**src/common/crp_pkg.sv**
```systemverilog
package crp_pkg;
   // Sync stages for pad inputs
   localparam int SYNC_STAGES = 3;
   // Reset values
   localparam logic RST_CPU_EXT = 1'b0;
   localparam logic RST_PROTECTION_ERROR_FLAG = 1'b0;
   localparam logic RST_HPE = 1'b1;
   localparam logic RST_HOT = 1'b0;
   // Status A field positions
   localparam int STA_CPU_RESET_EXT_FLAG_BIT = 0;
   localparam int STA_PROTECTION_ERROR_FLAG_BIT = 1;
   localparam int STA_WIDTH = 2;
   // Status B field positions
   localparam int STB_HPE_BIT = 0;
   localparam int STB_HOT_BIT = 1;
   localparam int STB_WIDTH = 2;
   typedef enum logic [2:0] {
      CRP_RUN = 3'h1,
      CRP_HELD = 3'h2,
      CRP_EXT = 3'h4
   } crp_state_e;
endpackage

```
**src/crp_pad_sync.sv**
```systemverilog
`timescale 1ns/1ns
module crp_pad_sync #(
   parameter int STAGES = crp_pkg::SYNC_STAGES
) (
   input wire logic clk,
   input wire logic rst,
   input wire logic pad,
   output logic level,
   output logic fall
);
   logic [STAGES-1:0] sync_reg;
   logic level_reg;

   always_ff @(posedge clk) begin
      if (rst) begin
         sync_reg <= {STAGES{1'b1}};
      end else begin
         sync_reg <= {sync_reg[STAGES-2:0], pad};
      end
   end

   // Level changes only once the last two stages agree
   always_ff @(posedge clk) begin
      if (rst) begin
         level_reg <= 1'b1;
      end else if (sync_reg[STAGES-1] == sync_reg[STAGES-2]) begin
         level_reg <= sync_reg[STAGES-1];
      end
   end

   assign level = level_reg;
   assign fall = level_reg & (sync_reg[STAGES-1] == sync_reg[STAGES-2]) & ~sync_reg[STAGES-1];
endmodule

```
**src/crp_probe_detect.sv**
```systemverilog
`timescale 1ns/1ns
// Behaviour
// Flag stays set while CPU held extended
// Writing one releases CPU, clears flag
// Writing zero changes nothing
// Protected device refuses release, sets error
// Extension request during reset means cold plug
// Hot-plug detector held in reset
// Debug clock falling edge registers hot plug
// Pad reassigned disables hot plug until reset
// Hot-plug enable status is readable
// Software keeps debug clock pad default
// Protection error sticky until software clears
module crp_probe_detect (
   input wire logic CLOCK,
   input wire logic SYS_RST,
   input wire logic EXT_REQ,
   input wire logic REL_WR,
   input wire logic REL_DATA,
   input wire logic PROTECTION_ERROR_FLAG_CLR,
   input wire logic SECURE,
   input wire logic PAD_IS_DEBUG,
   input wire logic DBG_CLK_PAD,
   output logic CPU_RESET_HOLD,
   output logic COLD_PLUG,
   output logic HOT_PLUG,
   output logic [crp_pkg::STA_WIDTH-1:0] STATUS_A,
   output logic [crp_pkg::STB_WIDTH-1:0] STATUS_B
);
   crp_pkg::crp_state_e state_reg, state_next;
   logic cpu_reset_ext_flag;
   logic protection_error_flag;
   logic hot_plug_enable_flag;
   logic hot_reg;
   logic cold_reg;
   logic pad_fall;
   logic release_try;
   logic release_ok;
   logic release_refused;

   ////////////////////////////////////////////////////////////
   // Debug clock pad sampling; reset with system
   crp_pad_sync u_sync (
      .clk(CLOCK),
      .rst(SYS_RST),
      .pad(DBG_CLK_PAD),
      .level(),
      .fall(pad_fall)
   );

   ////////////////////////////////////////////////////////////
   // CPU reset extension sequence
   // Only a one written during extension is an attempt; a zero is dropped here
   assign release_try = REL_WR & REL_DATA & (state_reg == crp_pkg::CRP_EXT);
   // Protection is judged per attempt, so lifting it later needs a new write
   assign release_ok = release_try & ~SECURE;
   assign release_refused = release_try & SECURE;

   always_comb begin
      state_next = state_reg;
      case (state_reg)
         crp_pkg::CRP_HELD: begin
            // Leaving reset: extend only when a request was seen
            state_next = cold_reg ? crp_pkg::CRP_EXT : crp_pkg::CRP_RUN;
         end
         crp_pkg::CRP_EXT: begin
            // Refused attempts stay here; the error flag records them
            if (release_ok) begin
               state_next = crp_pkg::CRP_RUN;
            end
         end
         crp_pkg::CRP_RUN: state_next = crp_pkg::CRP_RUN;
         default: state_next = crp_pkg::CRP_HELD;
      endcase
   end

   always_ff @(posedge CLOCK) begin
      if (SYS_RST) begin
         state_reg <= crp_pkg::CRP_HELD;
      end else begin
         state_reg <= state_next;
      end
   end

   // Request sampled while in reset marks cold plug
   // Kept through run so a debugger can tell cold from hot attach
   always_ff @(posedge CLOCK) begin
      if (SYS_RST) begin
         cold_reg <= EXT_REQ ? 1'b1 : 1'b0;
      end
   end

   assign cpu_reset_ext_flag = (state_reg == crp_pkg::CRP_EXT);
   assign CPU_RESET_HOLD = (state_reg != crp_pkg::CRP_RUN);
   assign COLD_PLUG = cold_reg;

   // Sticky; a refusal in the clear cycle wins
   always_ff @(posedge CLOCK) begin
      if (SYS_RST) begin
         protection_error_flag <= crp_pkg::RST_PROTECTION_ERROR_FLAG;
      end else if (release_refused) begin
         protection_error_flag <= 1'b1;
      end else if (PROTECTION_ERROR_FLAG_CLR) begin
         protection_error_flag <= 1'b0;
      end
   end

   ////////////////////////////////////////////////////////////
   // Hot-plug detection
   // One cycle off the debug function is enough; only reset re-arms
   always_ff @(posedge CLOCK) begin
      if (SYS_RST) begin
         hot_plug_enable_flag <= crp_pkg::RST_HPE;
      end else if (!PAD_IS_DEBUG) begin
         hot_plug_enable_flag <= 1'b0;
      end
   end

   always_ff @(posedge CLOCK) begin
      if (SYS_RST) begin
         hot_reg <= crp_pkg::RST_HOT;
      end else if (pad_fall && hot_plug_enable_flag && PAD_IS_DEBUG) begin
         hot_reg <= 1'b1;
      end
   end

   assign HOT_PLUG = hot_reg;

   // Field positions come from the package so the status layout lives in one place
   always_comb begin
      STATUS_A = '0;
      STATUS_A[crp_pkg::STA_CPU_RESET_EXT_FLAG_BIT] = cpu_reset_ext_flag;
      STATUS_A[crp_pkg::STA_PROTECTION_ERROR_FLAG_BIT] = protection_error_flag;
   end

   always_comb begin
      STATUS_B = '0;
      STATUS_B[crp_pkg::STB_HPE_BIT] = hot_plug_enable_flag;
      STATUS_B[crp_pkg::STB_HOT_BIT] = hot_reg;
   end
endmodule

```
**config.mk**
```make
export PLATFORM = sky130hd
export DESIGN_NAME = crp_probe_detect
export DESIGN_NICKNAME = d
export VERILOG_FILES = /design/src/common/crp_pkg.sv /design/src/crp_pad_sync.sv /design/src/crp_probe_detect.sv
export SDC_FILE = /design/constraint.sdc
export NUM_CORES = 1
export LEC_CHECK = 0
export BUFFER_PORTS_ARGS = -buffer_cell sky130_fd_sc_hd__buf_4
export CORE_AREA = 2 2 39 41
export CTS_CLUSTER_SIZE = 40
export DETAILED_ROUTE_END_ITERATION = 10
export DIE_AREA = 0 0 41 43
export PLACE_DENSITY = 0.65
export SETUP_SLACK_MARGIN = 0.02
export SYNTH_ARGS = -nofsm -noshare
export SYNTH_HDL_FRONTEND = slang
export SYNTH_SLANG_ARGS = --single-unit
```
**constraint.sdc**
```tcl
create_clock -name CLOCK -period 3 [get_ports CLOCK]
set_input_delay 0.45 -clock CLOCK [delete_from_list [all_inputs] [get_ports CLOCK]]
set_output_delay 0.45 -clock CLOCK [all_outputs]
set_load 0.005 [all_outputs]
```
Word level (Yosys, flattened, before mapping)
Index checks and enable logic that the tools add are counted.
Storage, ports and cells
  bits of input ports: 9
  output and inout bits: 7
  word-level logic and storage cells: 30
  flip-flop bits (word level): 11
Cells by class
  eq/ne operators: 6
  bitwise gates (word level): 8
  muxes and demuxes: 6
  reductions and logical operators: 3
Operators by type and width (number)
  case mux 3 bit (3 select lines): 1
  bitwise AND 1 bit: 6
  2-to-1 mux 3 bit: 2
  equality test 3 x 1 -> 1 bit, second input constant: 1
  equality test 3 x 2 -> 1 bit, second input constant: 1
  equality test 3 bit, second input constant: 1
  2-to-1 mux 1 bit: 3
  != test 3 x 1 -> 1 bit, second input constant: 1
  logical AND 1 bit: 2
  != test 2 x 1 -> 1 bit, second input constant: 1
  inverter 1 bit: 2
  nonzero test 2 bit: 1
  equality test 1 bit: 1

Longest topological paths before layout
Gate-level depths: netlist (run 1).
  depth in word-level cells: 5
  depth in mapped cells: 3
  mapped depth without buffers: 3

Hierarchy
A second synthesis (run 1) with hierarchy kept.
Second synthesis, totals
  cells, all modules: 42
  area total of the unflattened synthesis: 426.7 µm²
By module, submodules not included
  crp_probe_detect: cells each 31, area each 304.0 µm², times used 1, sequential area each 150.1 µm²
  crp_pad_sync: cells each 11, area each 122.6 µm², times used 1, sequential area each 80.1 µm²

Worst setup path before layout (run 1)
OpenSTA, ideal clock, no wires.
  kind: reg-to-output
  start point: register state_reg[0]
  end point: output port CPU_RESET_HOLD
  required time: 2550 ps
  stages on the path, launching flop included: 2
  path buffers: 0
  arrival time: 745 ps
  slack: 1805 ps
  cells stage by stage: dfxtp_1 or3b_1
On the way
  cells in the longest elaborated chain, start to end: 1
RTL lines
  from (decl): RTL line crp_probe_detect.sv:30  | crp_pkg::crp_state_e state_reg, state_next;
  from (signal assigned): RTL line crp_probe_detect.sv:79  | state_reg <= crp_pkg::CRP_HELD;
  from (signal assigned): RTL line crp_probe_detect.sv:81  | state_reg <= state_next;
  != test 3 x 1 -> 1 bit: RTL line crp_probe_detect.sv:94  | assign CPU_RESET_HOLD = (state_reg != crp_pkg::CRP_RUN);
  to (decl): RTL line crp_probe_detect.sv:24  | output logic CPU_RESET_HOLD,
Every way passes these cells.

Worst setup path in the final report (run 1)
Same ends and word-level chain as after synthesis.

==> results of run 1 <==
-- metrics by stage --
step | area [sq um] | worst slack, ns | instances | hold WS, ns | total power, mW
2_1_floorplan | 437 | 1.81 | 42 | 0.389 | 0.209
3_3_place_gp | 536 | 1.68 | 68 | 0.392 | 0.226
3_5_place_dp | 536 | 1.67 | 68 | 0.398 | 0.227
4_1_cts | 562 | 1.37 | 72 | 0.352 | 0.326
5_1_grt | 562 | 1.34 | 72 | 0.356 | 0.336
6_report | 562 | 1.39 | 72 | 0.363 | 0.320
-- logic make-up (layout without fill, tap and decap cells) --
family                 count (synthesis)  count (layout)  synth area share (%)
AO/OA/AOI/OAI                          9               9                  13.8
XOR/XNOR                               1               1                  2.01
buffers and inverters                  6              20                  8.59
flip-flops                            11              11                  52.7
AND/OR/NAND/NOR                       15              15                  22.9
-- cell usage after synthesis --
library cell / count
a21o_1: 1
a21oi_1: 3
a2bb2oi_1: 1
a41oi_1: 1
buf_4: 4
clkbuf_1: 1
dfxtp_1: 10
edfxtp_1: 1
inv_1: 1
nand2_1: 2
nand2b_1: 1
nand4_1: 1
nor2_1: 4
nor3b_2: 3
o21ai_1: 1
o21bai_1: 2
or2_2: 3
or3b_1: 1
xnor2_1: 1
-- placed cells by master, fill, tap and decap left out, drive strengths merged, types with 2 or more instances in the layout --
cell type  count
nor2           4
buf           15
a21oi          3
clkbuf         4
o21bai         2
nor3b          3
or2            3
dfxtp         10
nand2          2
-- layout make-up --
type                    count  area share, %
clock buffers               4           4.68
inverters                   1          0.668
multi-input cells          25           30.1
flip-flops and latches     11           41.0
well taps                  16           3.56
repair buffers             15           20.0
-- report_power, final --
part	total (mW)	switching [mW]	internal [mW]	leakage (nW)
Sequential	0.173	0.0124	0.160	0.0920
Combinational	0.0504	0.0187	0.0317	0.131
Clock	0.0971	0.0457	0.0514	0.0150
Total	0.320	0.0769	0.243	0.238
-- worst min path at each step --
stage	start	to	cells past startpoint
2_1_floorplan	u_sync.sync_reg[0]	u_sync.sync_reg[1]	1
3_3_place_gp	u_sync.sync_reg[0]	u_sync.sync_reg[1]	1
3_5_place_dp	u_sync.sync_reg[0]	u_sync.sync_reg[1]	1
4_1_cts	EXT_REQ	COLD_PLUG	1
5_1_grt	EXT_REQ	COLD_PLUG	1
6_report	EXT_REQ	COLD_PLUG	1
-- worst max-delay path: cells and delay by family, from the launching register on --
| kind | cells | cell delay, ns |
|---|---|---|
| flip-flops | 1 | 0.41 |
| buffers and inverters | 1 | 0.14 |
| AND/OR/NAND/NOR | 1 | 0.36 |
-- layer usage --
layer  routed length [microns]  GRT usage [%]  vias to the layer above
met4                        10           10.0                        0
met3                        59           3.14                        2
met5                         0              0                        -
met1                       273           7.26                      148
met2                       420           17.2                       10
li1                          -              -                      168
==> impl_metrics.sql, run 1 <==
INSERT INTO impl_metrics (metric_group, metric, value, unit) VALUES
('floorplanning', 'boundaryPins', '16', ''),
('clock_tree', 'numCtsBuffers', '3', ''),
('clock_tree', 'tritoncts', 'done', ''),
('placed_design', 'dpl.hpwl', '525', 'microns'),
('timing', 'rsz0062_at_grt', 'no', ''),
('timing', 'slew_violations', '0', ''),
('routing', 'firstDrtPassIters', '1', ''),
('routing', 'routed_wirelength', '764', 'microns'),
('cells_and_area', 'fin_util', '40.6', '%'),
('synth', 'synthesis.nets', '51', ''),
('worst_setup_path', 'worstPathCellList', 'or3b_1, buf_4', ''),
('cells_and_area', 'synthToLayoutAreaGrowth', '28.7', '%'),
('synth', 'synth_area', '437', 'sq um'),
('synth', 'synth_top_cell_by_area', 'dfxtp_1', ''),
('floorplanning', 'floorplan.die_area', '1760', 'sq um'),
('cells_and_area', 'antenna_cells', '0', ''),
('floorplanning', 'design.core.area', '1380', 'sq um'),
('global_route', 'grt_pass1_vias', '311', ''),
('synth', 'synth.lib_cells_used.distinct', '19', ''),
('worst_setup_path', 'crit_path_top_delay_cell', 'dfxtp_1', ''),
('worst_setup_path', 'worst_path_max_stage_delay', '0.41', 'ns'),
('timing', 'timing.final.hold_violations', '0', ''),
('cells_and_area', 'multi_input_comb_area', '169', 'sq um'),
('status', 'status', 'complete, no violations', ''),
('clock_tree', 'cts_hold_buffers', '0', ''),
('worst_setup_path', 'reg2reg_to', 'state_reg[0]', ''),
('routing', 'route.vias.total', '328', ''),
('routing', 'route.detailed.wl_per_inst', '10.6', 'microns'),
('synth', 'synth-seq-cells', '11', ''),
('worst_setup_path', 'reg2reg_depth', '3', ''),
('global_route', 'grt-ovfl-total', '0', ''),
('cells_and_area', 'layout-drive-gt1-share', '42.9', '%'),
('routing', 'detailedRoute.firstIterationViolations', '0', ''),
('timing', 'layout_min_cycle_time', '1.61', 'ns'),
('pwr', 'irDropWorstVdd', '0.217', 'mV'),
('placed_design', 'routabilityCongestion', '0.648', ''),
('clock_tree', 'post_cts_buffers', '0', ''),
('synth', 'netlist_top_cells_area', 'dfxtp_1 46%, nor3b_2 8.6%, buf_4 6.9%', ''),
('pwr', 'power-per-cell-area', '570', 'nW/um^2'),
('worst_setup_path', 'cp-start-kind', 'flop', ''),
('synth', 'synth_sequential_area_ratio', '52.7', '%'),
('clock_tree', 'clockRootBuffer', 'clkbuf_4', ''),
('worst_setup_path', 'ff2ff_setup_slack', '1.97', 'ns'),
('worst_setup_path', 'critical_path.startpoint', 'state_reg[0]', ''),
('floorplanning', 'dieWidth', '41', 'microns'),
('timing', 'timing_worst_slew_pin_value', '0.203', 'ns'),
('timing', 'skew', '0.00198', 'ns'),
('floorplanning', 'floorplan.die.height', '43', 'microns'),
('worst_setup_path', 'critical_path.reg2reg.startpoint', 'state_reg[2]', ''),
('global_route', 'grt_pass1_wl', '1100', 'microns'),
('clock_tree', 'cts-resized-gates', '0', ''),
('worst_setup_path', 'timing.critical_path.arrival', '1.16', 'ns'),
('cells_and_area', 'fill_count', '146', ''),
('worst_setup_path', 'critPathMaxFanout', '4', ''),
('synth', 'synth-warning-count', '0', ''),
('clock_tree', 'clock_insertion_delay_worst_skew', '0.26', 'ns'),
('worst_setup_path', 'critPathRequiredTime', '2.55', 'ns'),
('hold_path', 'min-delay-path-class', 'input pin to flop', ''),
('run', 'maxCapViolations', '0', ''),
('routing', 'number_of_drc_violations_after_detailed_routing', '0', ''),
('timing', 'timing.final.setup_violations', '0', ''),
('floorplanning', 'initial_core_util', '31.6', '%'),
('global_route', 'grt_antenna_before_repair', '0', ''),
('synth', 'syn-mean-instance-area', '10.4', 'sq um'),
('timing', 'setup_tns', '0', 'ns'),
('cells_and_area', 'sequential_cell_area', '230', 'sq um'),
('synth', 'synthCells', '42', ''),
('global_route', 'grt_start_max_net_pins', '12', ''),
('floorplanning', 'rows', '14', ''),
('clock_tree', 'cts_num_sinks', '11', ''),
('pwr', 'p_leak', '0.238', 'nW');
Power figures use the tool's default switching activity.
==> run 2, diff against run 1 <==
==> constraint.sdc (replaced) <==
create_clock -name CLOCK -period 1.5 [get_ports CLOCK]
set_input_delay 0.225 -clock CLOCK [delete_from_list [all_inputs] [get_ports CLOCK]]
set_output_delay 0.225 -clock CLOCK [all_outputs]
set_load 0.005 [all_outputs]
==> run 2 against run 1 <==
Net effect: sequential power up 99%; die area unchanged; worst hold slack worse by 0.23 ns; non-clock buffer count unchanged; clock power up 99%; design area unchanged; global-route usage down 0.31 points; routed wire length down 8.0%; critical path type unchanged; critical endpoint unchanged.
==> impl_metrics.sql, run 2 (synthesized netlist as in run 1, its figures left out) <==
INSERT INTO impl_metrics (metric_group, metric, value, unit) VALUES
('status', 'status', 'complete, no violations', ''),
('cells_and_area', 'multi_input_comb_area', '169', 'sq um'),
('clock_tree', 'clock_insertion_delay_worst_skew', '0.26', 'ns'),
('timing', 'relative_slew_margins', '86.1', '%'),
('timing', 'timing.final.setup_violations', '0', ''),
('clock_tree', 'cts-resized-gates', '0', ''),
('cells_and_area', 'commonest_non_fill_non_tap_cell_in_the_layout', 'buf_4', ''),
('placed_design', 'postPlaceCellArea', '536', 'sq um'),
('cells_and_area', 'sequential_cell_area', '230', 'sq um'),
('global_route', 'track_usage', '9.61', '%'),
('clock_tree', 'cts_num_sinks', '11', ''),
('routing', 'detailedRoute.firstIterationViolations', '0', ''),
('cells_and_area', 'antenna_cells', '0', ''),
('routing', 'firstDrtPassIters', '1', ''),
('routing', 'route.vias.total', '324', ''),
('clock_tree', 'post_cts_buffers', '0', ''),
('pwr', 'power_frac_clock', '30.1', '%'),
('clock_tree', 'numCtsBuffers', '3', ''),
('clock_tree', 'clockRootBuffer', 'clkbuf_4', ''),
('clock_tree', 'cts_max_path_buffers', '2', ''),
('global_route', 'grt_pass1_vias', '287', ''),
('clock_tree', 'tritoncts', 'done', ''),
('floorplanning', 'floorplan.die.height', '43', 'microns'),
('cells_and_area', 'final_net_count', '66', ''),
('cells_and_area', 'layout-drive-gt1-share', '42.9', '%'),
('cells_and_area', 'fin_util', '40.6', '%'),
('timing', 'layout_min_cycle_time', '1.39', 'ns'),
('placed_design', 'routabilityCongestion', '0.647', ''),
('pwr', 'power-per-cell-area', '1140', 'nW/um^2'),
('clock_tree', 'worst_path_clk_slew', '0.07', 'ns'),
('hold_path', 'min-delay-path-class', 'input pin to flop', ''),
('global_route', 'grt_pass1_wl', '1070', 'microns'),
('worst_setup_path', 'critPathMaxFanout', '4', ''),
('floorplanning', 'floorplan.die_area', '1760', 'sq um'),
('placed_design', 'dpl.cell_count', '68', ''),
('pwr', 'power.internal', '0.486', 'mW'),
('clock_tree', 'cts_hold_buffers', '0', ''),
('routing', 'antenna_left', '0', ''),
('placed_design', 'dpl.hpwl', '557', 'microns'),
('global_route', 'grt-ovfl-total', '0', ''),
('worst_setup_path', 'crit_path_top_delay_cell', 'dfxtp_1', ''),
('pwr', 'power_switching', '0.153', 'mW'),
('floorplanning', 'rows', '14', ''),
('timing', 'rsz0062_at_grt', 'no', ''),
('global_route', 'grt_start_max_net_pins', '12', ''),
('placed_design', 'pre_cts_slack', '0.396', 'ns'),
('pwr', 'share_of_power_burned_in_registers', '53.9', '%'),
('timing', 'skew', '0.00634', 'ns'),
('routing', 'route.detailed.wl_per_inst', '9.76', 'microns'),
('floorplanning', 'boundaryPins', '16', ''),
('floorplanning', 'dieWidth', '41', 'microns'),
('cells_and_area', 'fill_count', '143', ''),
('worst_setup_path', 'timing.critical_path.to_type', 'output pin', ''),
('routing', 'number_of_drc_violations_after_detailed_routing', '0', ''),
('cells_and_area', 'synthToLayoutAreaGrowth', '28.7', '%'),
('floorplanning', 'design.core.area', '1380', 'sq um'),
('worst_setup_path', 'worst_path_max_stage_delay', '0.41', 'ns'),
('timing', 'timing_worst_slew_pin_value', '0.208', 'ns'),
('timing', 'timing.final.hold_violations', '0', ''),
('clock_tree', 'htree_num_levels', '1', ''),
('floorplanning', 'initial_core_util', '31.6', '%'),
('timing', 'slew_violations', '0', ''),
('pwr', 'p_leak', '0.238', 'nW'),
('worst_setup_path', 'timing.critical_path.arrival', '1.17', 'ns'),
('cells_and_area', 'final_cell_mix', '15 x buf_4, 10 x dfxtp_1, 4 x nor2_1', ''),
('cells_and_area', 'fin_cells', '72', ''),
('pwr', 'irDropWorstVdd', '0.438', 'mV'),
('run', 'maxCapViolations', '0', ''),
('timing', 'setup_tns', '0', 'ns'),
('worst_setup_path', 'worstPathCellList', 'or3b_1, buf_4', ''),
('worst_setup_path', 'setup.worst_path.class', 'flop to output pin', ''),
('global_route', 'grt_antenna_before_repair', '0', ''),
('pwr', 'total_power', '0.640', 'mW'),
('worst_setup_path', 'cp-start-kind', 'flop', ''),
('timing', 'fmaxAchievable', '0.719', 'GHz'),
('routing', 'routed_wirelength', '703', 'microns'),
('timing', 'fin_ws', '0.110', 'ns'),
('timing', 'whs', '0.137', 'ns'),
('routing', 'drt-vias-per-instance', '4.50', ''),
('worst_setup_path', 'critPathRequiredTime', '1.27', 'ns'),
('placed_design', 'io_buffer_count', '15', ''),
('pwr', 'power.share.switching', '24.0', '%'),
('cells_and_area', 'stdcell_area', '562', 'sq um'),
('pwr', 'power.combinational.fraction', '16.0', '%'),
('timing', 'layout_worst_path_cycle_share', '92.7', '%');
==> run 2: cell counts in the layout (fill, tap and decap cells not counted) <==
Identical to the previous run, type by type.
==> run 2: power by group through the flow <==
stage          sequential [mW]  clock (mW)  combinational, mW
2_1_floorplan            0.347           0             0.0702
3_3_place_gp             0.349           0              0.102
3_5_place_dp             0.351           0              0.104
4_1_cts                  0.345       0.197              0.104
5_1_grt                  0.348       0.213              0.113
6_report                 0.345       0.193              0.102
==> run 2: area by class of cell <==
cell class,count,share of cell area [%]
well taps,16,3.56
inverters,1,0.668
clock buffers,4,4.68
multi-input cells,25,30.1
flip-flops and latches,11,41.0
repair buffers,15,20.0
==> run 2: per-layer routing <==
layer  track usage (%)  share of wire (%)  vias to the layer above  routed length [microns]
met5                 0                  0                        -                        0
met4              10.0                1.4                        0                       10
met3              3.14                9.0                        2                       63
met2              14.1                 49                       10                      347
met1              9.54                 40                      145                      282
li1                  -                  -                      167                        -
==> run 2: critical path, delay by kind of cell (launching register included) <==
family	cells	cell delay (ns)
buffers and inverters	1	0.14
and+or+nand+nor	1	0.36
DFF	1	0.41
==> run 2: worst paths after layout <==
check	cells after the start	from	slack (ns)	to
worst max-delay path	2	state_reg[0]	0.11	CPU_RESET_HOLD
worst min register to register	1	u_sync.sync_reg[0]	0.41	u_sync.sync_reg[1]
worst max register to register	3	state_reg[2]	0.50	state_reg[0]
worst min-delay path	1	EXT_REQ	0.14	COLD_PLUG
